### src/hw/isf_pkg.sv
// Functional notes
// - ten request sources, each its own line
// - ext a level or falling-edge selectable
// - edge flags cleared on vector, level not
// - level request follows pin; release before return
// - ext b mirrors ext a, own bits
// - adc completion may take ext b path
// - timer a/b flags set by overflow
// - timer a/b flags cleared when serviced
// - timer c overflow cleared by software only
// - timer c ext edge, gated, own flag
// - two-wire flag requests, cleared by hardware
// - display request is or of three flags
// - only display two-wire flag hardware cleared
// - usb endpoint, suspend, resume, eop events request
// - usb flags hold until software clears
// - fixed polling order within each priority level, lowest index wins; the high level goes first
// - per-source enables plus global enable
package isf_pkg;
   localparam int NUM_SRC = 10;
   localparam int NUM_USB = 7;
   localparam int NUM_SW = 11;
   localparam int NUM_PIN = 3;
   localparam logic [3:0] SRC_EXT_A = 4'h0;
   localparam logic [3:0] SRC_UART_B = 4'h1;
   localparam logic [3:0] SRC_TIMER_A = 4'h2;
   localparam logic [3:0] SRC_TWOWIRE = 4'h3;
   localparam logic [3:0] SRC_EXT_B = 4'h4;
   localparam logic [3:0] SRC_DISPLAY = 4'h5;
   localparam logic [3:0] SRC_TIMER_B = 4'h6;
   localparam logic [3:0] SRC_USB = 4'h7;
   localparam logic [3:0] SRC_UART_A = 4'h8;
   localparam logic [3:0] SRC_TIMER_C = 4'h9;
   localparam int SW_TIMER_C_OVF = 0;
   localparam int SW_TIMER_C_EXT = 1;
   localparam int SW_DDC1 = 2;
   localparam int SW_SWITCH = 3;
   localparam int SW_USB_LO = 4;
   localparam int PIN_EXT_A = 0;
   localparam int PIN_EXT_B = 1;
   localparam int PIN_TIMER_C = 2;
   localparam int ADDR_W = 4;
   localparam int DATA_W = 16;
   localparam logic [3:0] REG_CTRL = 4'h0;
   localparam logic [3:0] REG_ENABLE = 4'h1;
   localparam logic [3:0] REG_PRIORITY = 4'h2;
   localparam logic [3:0] REG_REQUEST = 4'h3;
   localparam logic [3:0] REG_SWFLAG = 4'h4;
   localparam logic [3:0] REG_VECTOR = 4'h5;
   localparam logic [3:0] REG_IRQ_STATUS = 4'h6;
   localparam logic [3:0] REG_IRQ_MASK = 4'h7;
   localparam int CTRL_GLOBAL_EN = 0;
   localparam int CTRL_EDGE_A = 1;
   localparam int CTRL_EDGE_B = 2;
   localparam int CTRL_EXT_C_EN = 3;
   localparam int CTRL_ADC_SEL = 4;
   localparam int CTRL_W = 5;
   localparam int IRQ_VECTOR = 0;
   localparam int IRQ_RETURN = 1;
   localparam int IRQ_W = 2;
   localparam logic [4:0] CTRL_RESET = 5'h00;
   localparam logic [9:0] SRC_RESET = 10'h000;
   localparam logic [10:0] SW_RESET = 11'h000;
   localparam logic [1:0] IRQ_RESET = 2'h0;
endpackage : isf_pkg

### src/hw/isf_link_if.sv
`timescale 1ns/1ps
`default_nettype none
interface isf_link_if;
   logic [isf_pkg::NUM_SRC-1:0] req;
   logic [isf_pkg::NUM_SW-1:0] sw_flags;
   logic ack_valid;
   logic [3:0] ack_id;
   logic [isf_pkg::NUM_SW-1:0] sw_clear;
   logic cfg_edge_a;
   logic cfg_edge_b;
   logic cfg_ext_c_en;
   logic cfg_adc_sel;
   modport device (
      output req,
      output sw_flags,
      input ack_valid,
      input ack_id,
      input sw_clear,
      input cfg_edge_a,
      input cfg_edge_b,
      input cfg_ext_c_en,
      input cfg_adc_sel
   );
   modport core (
      input req,
      input sw_flags,
      output ack_valid,
      output ack_id,
      output sw_clear,
      output cfg_edge_a,
      output cfg_edge_b,
      output cfg_ext_c_en,
      output cfg_adc_sel
   );
endinterface : isf_link_if
`default_nettype wire

### src/hw/isf_flag_dev.sv
// Implementation choices: the plain strobed port and the register offsets.
`timescale 1ns/1ps
`default_nettype none
module isf_flag_dev (
   input wire logic core_clk,
   input wire logic nrst,
   isf_link_if.device link,
   input wire logic ext_request_a_n,
   input wire logic ext_request_b_n,
   input wire logic timer_c_ext_input,
   input wire logic adc_done,
   input wire logic timer_a_ovf,
   input wire logic timer_a_hi_ovf,
   input wire logic timer_a_mode3,
   input wire logic timer_b_ovf,
   input wire logic timer_c_ovf,
   input wire logic twowire_intr,
   input wire logic display_twowire_intr,
   input wire logic ddc1_event,
   input wire logic protocol_switch_event,
   input wire logic [isf_pkg::NUM_USB-1:0] usb_event,
   input wire logic uart_a_irq,
   input wire logic uart_b_irq,
   output logic ext_a_pending_flag,
   output logic ext_b_pending_flag,
   output logic timer_a_overflow_flag,
   output logic timer_b_overflow_flag,
   output logic timer_c_overflow_flag,
   output logic timer_c_ext_flag,
   output logic protocol_switch_flag
);
   logic [isf_pkg::NUM_PIN-1:0] pin_raw;
   logic [isf_pkg::NUM_PIN-1:0] sync1_reg;
   logic [isf_pkg::NUM_PIN-1:0] sync2_reg;
   logic [isf_pkg::NUM_PIN-1:0] prev_reg;
   logic [isf_pkg::NUM_PIN-1:0] pin_fall;
   logic [isf_pkg::NUM_SRC-1:0] ack_hit;
   logic ext_a_reg;
   logic ext_a_next;
   logic ext_b_reg;
   logic ext_b_next;
   logic timer_a_reg;
   logic timer_a_next;
   logic timer_b_reg;
   logic timer_b_next;
   logic timer_b_set;
   logic twowire_reg;
   logic twowire_next;
   logic disp_tw_reg;
   logic disp_tw_next;
   logic uart_a_reg;
   logic uart_b_reg;
   logic timer_c_ext_set;
   logic [isf_pkg::NUM_SW-1:0] sw_set;
   logic [isf_pkg::NUM_SW-1:0] sw_reg;
   logic [isf_pkg::NUM_SW-1:0] sw_next;
   logic [isf_pkg::NUM_SRC-1:0] req_reg;
   logic [isf_pkg::NUM_SRC-1:0] req_next;
   logic usb_any_next;
   logic display_next;
   logic timer_c_next;

   assign pin_raw[isf_pkg::PIN_EXT_A] = ext_request_a_n;
   assign pin_raw[isf_pkg::PIN_EXT_B] = ext_request_b_n;
   assign pin_raw[isf_pkg::PIN_TIMER_C] = timer_c_ext_input;

   // pins are asynchronous: two stages, then edge on the clean copy
   genvar gp;
   generate
      for (gp = 0; gp < isf_pkg::NUM_PIN; gp++) begin : g_pin
         always_ff @(posedge core_clk) begin
            if (!nrst) begin
               sync1_reg[gp] <= 1'b1;
               sync2_reg[gp] <= 1'b1;
               prev_reg[gp] <= 1'b1;
            end else begin
               sync1_reg[gp] <= pin_raw[gp];
               sync2_reg[gp] <= sync1_reg[gp];
               prev_reg[gp] <= sync2_reg[gp];
            end
         end
         assign pin_fall[gp] = prev_reg[gp] & ~sync2_reg[gp];
      end
   endgenerate

   genvar ga;
   generate
      for (ga = 0; ga < isf_pkg::NUM_SRC; ga++) begin : g_ack
         assign ack_hit[ga] = link.ack_valid & (link.ack_id == 4'(ga));
      end
   endgenerate

   // in level mode the flag mirrors the pin, so a vector cannot clear it
   assign ext_a_next = link.cfg_edge_a ?
      (pin_fall[isf_pkg::PIN_EXT_A] | (ext_a_reg & ~ack_hit[isf_pkg::SRC_EXT_A])) :
      ~sync2_reg[isf_pkg::PIN_EXT_A];

   // adc completion is a pulse, so it is held like an edge request
   assign ext_b_next = link.cfg_adc_sel ?
      (adc_done | (ext_b_reg & ~ack_hit[isf_pkg::SRC_EXT_B])) :
      link.cfg_edge_b ?
      (pin_fall[isf_pkg::PIN_EXT_B] | (ext_b_reg & ~ack_hit[isf_pkg::SRC_EXT_B])) :
      ~sync2_reg[isf_pkg::PIN_EXT_B];

   // in mode 3 the upper half of timer a owns the timer b flag
   assign timer_b_set = timer_a_mode3 ? timer_a_hi_ovf : timer_b_ovf;
   assign timer_a_next = timer_a_ovf | (timer_a_reg & ~ack_hit[isf_pkg::SRC_TIMER_A]);
   assign timer_b_next = timer_b_set | (timer_b_reg & ~ack_hit[isf_pkg::SRC_TIMER_B]);
   assign twowire_next = twowire_intr | (twowire_reg & ~ack_hit[isf_pkg::SRC_TWOWIRE]);
   assign disp_tw_next = display_twowire_intr | (disp_tw_reg & ~ack_hit[isf_pkg::SRC_DISPLAY]);

   assign timer_c_ext_set = link.cfg_ext_c_en & pin_fall[isf_pkg::PIN_TIMER_C];
   assign sw_set = {usb_event, protocol_switch_event, ddc1_event, timer_c_ext_set, timer_c_ovf};

   // software-cleared flags: a set arriving with the clear still wins
   genvar gs;
   generate
      for (gs = 0; gs < isf_pkg::NUM_SW; gs++) begin : g_sw
         assign sw_next[gs] = sw_set[gs] | (sw_reg[gs] & ~link.sw_clear[gs]);
         always_ff @(posedge core_clk) begin
            if (!nrst) begin
               sw_reg[gs] <= 1'b0;
            end else begin
               sw_reg[gs] <= sw_next[gs];
            end
         end
      end
   endgenerate

   assign usb_any_next = |sw_next[isf_pkg::NUM_SW-1:isf_pkg::SW_USB_LO];
   assign display_next = disp_tw_next | sw_next[isf_pkg::SW_DDC1] | sw_next[isf_pkg::SW_SWITCH];
   assign timer_c_next = sw_next[isf_pkg::SW_TIMER_C_OVF] | sw_next[isf_pkg::SW_TIMER_C_EXT];

   // request built from next values so a hardware clear drops it at once
   always_comb begin
      req_next = isf_pkg::SRC_RESET;
      req_next[isf_pkg::SRC_EXT_A] = ext_a_next;
      req_next[isf_pkg::SRC_UART_B] = uart_b_reg;
      req_next[isf_pkg::SRC_TIMER_A] = timer_a_next;
      req_next[isf_pkg::SRC_TWOWIRE] = twowire_next;
      req_next[isf_pkg::SRC_EXT_B] = ext_b_next;
      req_next[isf_pkg::SRC_DISPLAY] = display_next;
      req_next[isf_pkg::SRC_TIMER_B] = timer_b_next;
      req_next[isf_pkg::SRC_USB] = usb_any_next;
      req_next[isf_pkg::SRC_UART_A] = uart_a_reg;
      req_next[isf_pkg::SRC_TIMER_C] = timer_c_next;
   end

   always_ff @(posedge core_clk) begin
      if (!nrst) begin
         ext_a_reg <= 1'b0;
         ext_b_reg <= 1'b0;
         timer_a_reg <= 1'b0;
         timer_b_reg <= 1'b0;
         twowire_reg <= 1'b0;
         disp_tw_reg <= 1'b0;
      end else begin
         ext_a_reg <= ext_a_next;
         ext_b_reg <= ext_b_next;
         timer_a_reg <= timer_a_next;
         timer_b_reg <= timer_b_next;
         twowire_reg <= twowire_next;
         disp_tw_reg <= disp_tw_next;
      end
   end

   // uart flags live in the uarts; only their level is carried here
   always_ff @(posedge core_clk) begin
      if (!nrst) begin
         uart_a_reg <= 1'b0;
         uart_b_reg <= 1'b0;
         req_reg <= isf_pkg::SRC_RESET;
      end else begin
         uart_a_reg <= uart_a_irq;
         uart_b_reg <= uart_b_irq;
         req_reg <= req_next;
      end
   end

   assign link.req = req_reg;
   assign link.sw_flags = sw_reg;
   assign ext_a_pending_flag = ext_a_reg;
   assign ext_b_pending_flag = ext_b_reg;
   assign timer_a_overflow_flag = timer_a_reg;
   assign timer_b_overflow_flag = timer_b_reg;
   assign timer_c_overflow_flag = sw_reg[isf_pkg::SW_TIMER_C_OVF];
   assign timer_c_ext_flag = sw_reg[isf_pkg::SW_TIMER_C_EXT];
   assign protocol_switch_flag = sw_reg[isf_pkg::SW_SWITCH];
endmodule : isf_flag_dev
`default_nettype wire

### src/flat_wrapper.sv
// flat-port wrapper written by rule: the top's interface ports become plain ports
module isf_flag_dev_flat 
  (core_clk, nrst, ext_request_a_n, ext_request_b_n, timer_c_ext_input, adc_done, timer_a_ovf, timer_a_hi_ovf, timer_a_mode3, timer_b_ovf, timer_c_ovf, twowire_intr, display_twowire_intr, ddc1_event, protocol_switch_event, usb_event, uart_a_irq, uart_b_irq, ext_a_pending_flag, ext_b_pending_flag, timer_a_overflow_flag, timer_b_overflow_flag, timer_c_overflow_flag, timer_c_ext_flag, protocol_switch_flag, link_req, link_sw_flags, link_ack_valid, link_ack_id, link_sw_clear, link_cfg_edge_a, link_cfg_edge_b, link_cfg_ext_c_en, link_cfg_adc_sel);
  isf_link_if link_i ();
  input wire logic core_clk;
  input wire logic nrst;
  input wire logic ext_request_a_n;
  input wire logic ext_request_b_n;
  input wire logic timer_c_ext_input;
  input wire logic adc_done;
  input wire logic timer_a_ovf;
  input wire logic timer_a_hi_ovf;
  input wire logic timer_a_mode3;
  input wire logic timer_b_ovf;
  input wire logic timer_c_ovf;
  input wire logic twowire_intr;
  input wire logic display_twowire_intr;
  input wire logic ddc1_event;
  input wire logic protocol_switch_event;
  input wire logic [isf_pkg::NUM_USB-1:0] usb_event;
  input wire logic uart_a_irq;
  input wire logic uart_b_irq;
  output logic ext_a_pending_flag;
  output logic ext_b_pending_flag;
  output logic timer_a_overflow_flag;
  output logic timer_b_overflow_flag;
  output logic timer_c_overflow_flag;
  output logic timer_c_ext_flag;
  output logic protocol_switch_flag;
  output wire logic [$bits(link_i.req)-1:0] link_req;
  output wire logic [$bits(link_i.sw_flags)-1:0] link_sw_flags;
  input wire logic [$bits(link_i.ack_valid)-1:0] link_ack_valid;
  input wire logic [$bits(link_i.ack_id)-1:0] link_ack_id;
  input wire logic [$bits(link_i.sw_clear)-1:0] link_sw_clear;
  input wire logic [$bits(link_i.cfg_edge_a)-1:0] link_cfg_edge_a;
  input wire logic [$bits(link_i.cfg_edge_b)-1:0] link_cfg_edge_b;
  input wire logic [$bits(link_i.cfg_ext_c_en)-1:0] link_cfg_ext_c_en;
  input wire logic [$bits(link_i.cfg_adc_sel)-1:0] link_cfg_adc_sel;
  assign link_req = link_i.req;
  assign link_sw_flags = link_i.sw_flags;
  assign link_i.ack_valid = link_ack_valid;
  assign link_i.ack_id = link_ack_id;
  assign link_i.sw_clear = link_sw_clear;
  assign link_i.cfg_edge_a = link_cfg_edge_a;
  assign link_i.cfg_edge_b = link_cfg_edge_b;
  assign link_i.cfg_ext_c_en = link_cfg_ext_c_en;
  assign link_i.cfg_adc_sel = link_cfg_adc_sel;
  isf_flag_dev u_core (.core_clk(core_clk), .nrst(nrst), .link(link_i), .ext_request_a_n(ext_request_a_n), .ext_request_b_n(ext_request_b_n), .timer_c_ext_input(timer_c_ext_input), .adc_done(adc_done), .timer_a_ovf(timer_a_ovf), .timer_a_hi_ovf(timer_a_hi_ovf), .timer_a_mode3(timer_a_mode3), .timer_b_ovf(timer_b_ovf), .timer_c_ovf(timer_c_ovf), .twowire_intr(twowire_intr), .display_twowire_intr(display_twowire_intr), .ddc1_event(ddc1_event), .protocol_switch_event(protocol_switch_event), .usb_event(usb_event), .uart_a_irq(uart_a_irq), .uart_b_irq(uart_b_irq), .ext_a_pending_flag(ext_a_pending_flag), .ext_b_pending_flag(ext_b_pending_flag), .timer_a_overflow_flag(timer_a_overflow_flag), .timer_b_overflow_flag(timer_b_overflow_flag), .timer_c_overflow_flag(timer_c_overflow_flag), .timer_c_ext_flag(timer_c_ext_flag), .protocol_switch_flag(protocol_switch_flag));
endmodule
### config.mk
export PLATFORM = sky130hd
export DESIGN_NAME = isf_flag_dev_flat
export DESIGN_NICKNAME = d
export VERILOG_FILES = /design/src/hw/isf_pkg.sv /design/src/hw/isf_link_if.sv /design/src/hw/isf_flag_dev.sv /design/src/flat_wrapper.sv
export SDC_FILE = /design/constraint.sdc
export NUM_CORES = 1
export LEC_CHECK = 0
export ABC_CLOCK_PERIOD_IN_PS = 1000
export BUFFER_PORTS_ARGS = -buffer_cell sky130_fd_sc_hd__clkbuf_2
export CORE_MARGIN = 2
export CORE_UTILIZATION = 30
export DETAILED_ROUTE_END_ITERATION = 6
export PLACE_DENSITY = 0.67
export REMOVE_ABC_BUFFERS = 1
export SLEW_MARGIN = 40
export SYNTH_ARGS = -nofsm -noshare
export SYNTH_HDL_FRONTEND = slang
export SYNTH_SLANG_ARGS = --single-unit
### constraint.sdc
create_clock -name core_clk -period 1 [get_ports core_clk]
set_input_delay 0.3 -clock core_clk [delete_from_list [all_inputs] [get_ports core_clk]]
set_output_delay 0.3 -clock core_clk [all_outputs]
set_load 0.05 [all_outputs]
Word-level counts from Yosys, hierarchy flattened
Cells that the tools add are included.

operators by class
  bitwise gates (word level) = 68
  equality and inequality tests = 5
  reduce and logical (&&, ||, !) cells = 2
  muxes and demuxes = 4

operators by type and width
  kind                                                  count
  AND 1 bit                                             27
  OR 1 bit                                              21
  inverter 1 bit                                        20
  equality test 4 x 3 -> 1 bit (second input constant)  3
  equality test 4 x 2 -> 1 bit (second input constant)  2
  OR reduction 7 bit                                    1
  logical NOT 4 bit                                     1
  2-to-1 mux 1 bit                                      4

word-level totals
  input bits = 44
  register bits = 38
  word-level logic and storage cells = 108

Logic depth before layout (Yosys ltp)
  depth after elaboration = 7
  depth in mapped cells = 3

Worst setup path before layout
Ideal clock, no wire load.

  kind = register to output
  from = register u_core.req_reg (netlist bit u_core.link.req[4])
  to = output link_req[4]
  arrival = 913 ps
  buffers on the path = 1
  path slack = -213 ps
  stages on the path, launching flop included = 2
  path through = dfxtp_1 buf_4

RTL lines
  element                   line                 RTL
  start: declaration        isf_flag_dev.sv:57   logic [isf_pkg::NUM_SRC-1:0] req_reg;
  start signal: assignment  isf_flag_dev.sv:172  req_reg <= isf_pkg::SRC_RESET;
  start signal: assignment  isf_flag_dev.sv:176  req_reg <= req_next;
  end: declaration          flat_wrapper.sv:30   output wire logic [$bits(link_i.req)-1:0] link_req;

No word-level cell between the ends.

Worst setup path after layout
  from = register u_core.sw_reg (netlist bit u_core.protocol_switch_flag)
  to = output protocol_switch_flag

RTL lines
  element                           line                 RTL
  start: declaration                isf_flag_dev.sv:55   logic [isf_pkg::NUM_SW-1:0] sw_reg;
  start signal: indexed assignment  isf_flag_dev.sv:124  sw_reg[gs] <= sw_next[gs];
  end: declaration                  flat_wrapper.sv:29   output logic protocol_switch_flag;

No word-level cell between the ends.

==> run_results.csv <==
group,metric,value,unit
run_status,status,"finished with violations",
run_status,failed_checks,"setup timing",
yosys,synth-edff-count,0,
timing,final_hold_viol_count,0,
floorplan,dieArea,0.00447,sq mm
floorplan,io_pins,72,
yosys,synth_compound_area_share,12.4,%
detailed_routing,postRouteAntennaNets,0,
final_layout,layout_common_cells,"43 x clkbuf_2, 22 x buf_8, 15 x dfxtp_2",
detailed_routing,drt_pre_antenna_iters,3,
timing,fin_ws,-0.188,ns
clock_network,root_buffer,"clkbuf_8",
placed_design,globalplace.congestion,0.667,
grt,overflow,0,
detailed_routing,drtIter0Drc,29,
timing,max_freq,841,MHz
placed_design,post_dp_cell_area,0.00160,sq mm
grt,grt_max_degree,24,
final_layout,nNetsFinal,239,
worst_setup_path,crit_type,"register to output pin",
yosys,async_flop_share,0,%
grt,antenna_found_initial,0,
worst_setup_path,required,0.70,ns
clock_network,clock_path_buffers,2,
detailed_routing,vias,1073,
yosys,synth_area,0.00119,sq mm
floorplan,chipWidth,66.9,um
grt,grt_pass1_vias,1088,
yosys,synth_xor_area_share,0,%
yosys,ys_ff_latch,33,
yosys,synth_top_family_by_area,"simple AND/OR/NAND/NOR gates",
final_layout,area_growth_syn_to_layout,77.5,%
final_layout,antennaDiodeCount,0,
yosys,synth.area.mux_share,0.844,%
worst_setup_path,worst_setup_path_start_kind,"register",
timing,holdWs,0.201,ns
floorplan,start_util,31.7,%
timing,min_period,1.19,ns
floorplan,die_h,66.9,um
worst_setup_path,end_kind,"output pin",
pwr,power,3.23,mW
clock_network,cts_sinks,33,
detailed_routing,vias_per_cell,4.40,
yosys,synth_simple_gate_area_share,23.5,%
yosys,yosys_warnings,0,
pwr,peakVddDrop,0.759,mV
placed_design,post-dp-hpwl,1900,um
clock_network,cts_max_level,2,
final_layout,drive_above_1_share,58.2,%
detailed_routing,drc_errors,0,
flow_run,cap_violations,0,
timing,rsz0062_at_grt,"true",
worst_setup_path,cp.arrival,0.89,ns
yosys,synth.avg_cell_area,9.97,sq um
min_path,hold_class,"input port to register",
clock_network,clock_latency,0.28,ns
grt,grt_pass1_wl,4620,um
floorplan,core_area,0.00374,sq mm
detailed_routing,wl_per_cell,11.7,um
timing,finClkSkew,0.00520,ns
detailed_routing,drt_wl_total,2850,um
final_layout,largest_reg_flops,10,
final_layout,final_common_cell,"clkbuf_2",
yosys,ys_seq_area_share,55.7,%
final_layout,postLayoutCellArea,0.00211,sq mm
placed_design,portBuffers,71,
yosys,synth.distinct_cells,27,
clock_network,hold_buffers,0,
grt,grt.total_usage,14.5,%
floorplan,num_rows,22,
pwr,p_per_area,1530,mW/mm^2
yosys,synthCells,119,
pwr,leakagePower,0.953,nW
timing,drv_slew,0,
timing,tightest_slew,0.258,ns
timing,max_slew_margin,82.7,%
clock_network,cts_tree,"done",
timing,fin_crit_sh,119,%
yosys,yosys.area_share.adder,0,%
worst_setup_path,critPathMaxFanout,2,
clock_network,cts_buffers,5,
clock_network,clk_pin_slew_worst_paths,0.07,ns
timing,setup_viol,28,
yosys,synthFlopType,"dfxtp_1",
==> metal layers <==
metal	wire length, um	share of wire [%]	GRT usage (%)	vias to the layer above
met5	0	0	0	-
met4	24	0.84	8.42	0
met3	293	10	5.24	4
met2	1420	50	25.1	50
met1	1110	39	14.8	477
li1	-	-	-	542
==> path summary, 6_finish.rpt <==
kind / startpoint / endpoint / slack, ns / cells past startpoint
worst max register to register: u_core.link.sw_flags[5]$_SDFF_PN0_ / u_core.link.req[7]$_SDFF_PN0_ / 0.03 / 3
worst min register to register: u_core.sync1_reg[2]$_SDFF_PN1_ / u_core.sync2_reg[2]$_SDFF_PN1_ / 0.41 / 1
worst max-delay path: u_core.protocol_switch_flag$_SDFF_PN0_ / protocol_switch_flag / -0.19 / 2
worst min-delay path: ext_request_b_n / u_core.sync1_reg[1]$_SDFF_PN1_ / 0.20 / 2
==> worst max-delay path, cell delays in order (launching register included) <==
cell	delay [ns]
dfxtp_2	0.33
buf_6	0.12
clkbuf_16	0.16
==> kinds of logic after synthesis <==
| group | Yosys count |
|---|---|
| flops | 33 |
| compound gates | 23 |
| simple gates | 47 |
| buf+inv | 15 |
| mux | 1 |
==> cell usage after synthesis (2+ instances only) <==
master     n  area [sq um]
and2_1     5          31.3
o21ai_1    2          10.0
buf_2      2          10.0
nor2_1    11          41.3
dfxtp_1   33           661
nand2b_1  11          68.8
nor4_1     3          18.8
a21oi_1    5          25.0
inv_1      4          15.0
nand2_1    2          7.51
buf_4      8          60.1
nor2b_1   10          62.6
o21a_1     6          45.0
o22ai_1    2          12.5
o21ai_0    3          15.0
==> metrics by stage <==
stage | setup slack [ns] | util (%) | setup TNS [ns] | cells
3_5_place_dp | -0.155 | 42.6 | -0.757 | 235
3_3_place_gp | -0.132 | 42.6 | -0.690 | 235
4_1_cts | -0.198 | 54.7 | -3.35 | 243
5_1_grt | -0.226 | 56.3 | -3.60 | 244
6_report | -0.188 | 56.3 | -2.56 | 244
2_1_floorplan | -0.408 | - | -6.41 | 109
==> layout make-up <==
class,instances,area (sq um)
Timing Repair Buffer,79,772
Clock inverter,2,13.8
Fill cell,329,1640
Sequential cell,33,702
Tap cell,48,60.1
Clock buffer,6,82.6
Multi-Input combinational cell,71,457
Inverter,5,18.8
==> power breakdown <==
part	internal (mW)	switching, mW	total (mW)
Combinational	0.360	0.388	0.749
Clock	0.557	0.473	1.03
Sequential	1.39	0.0582	1.45
==> repair_timing <==
item	4_1_cts	5_1_grt
setup buffers	0	1
resized for setup	86	30
setup endpoints to repair	30	30
Note: power is estimated with default switching activity, not from simulation.
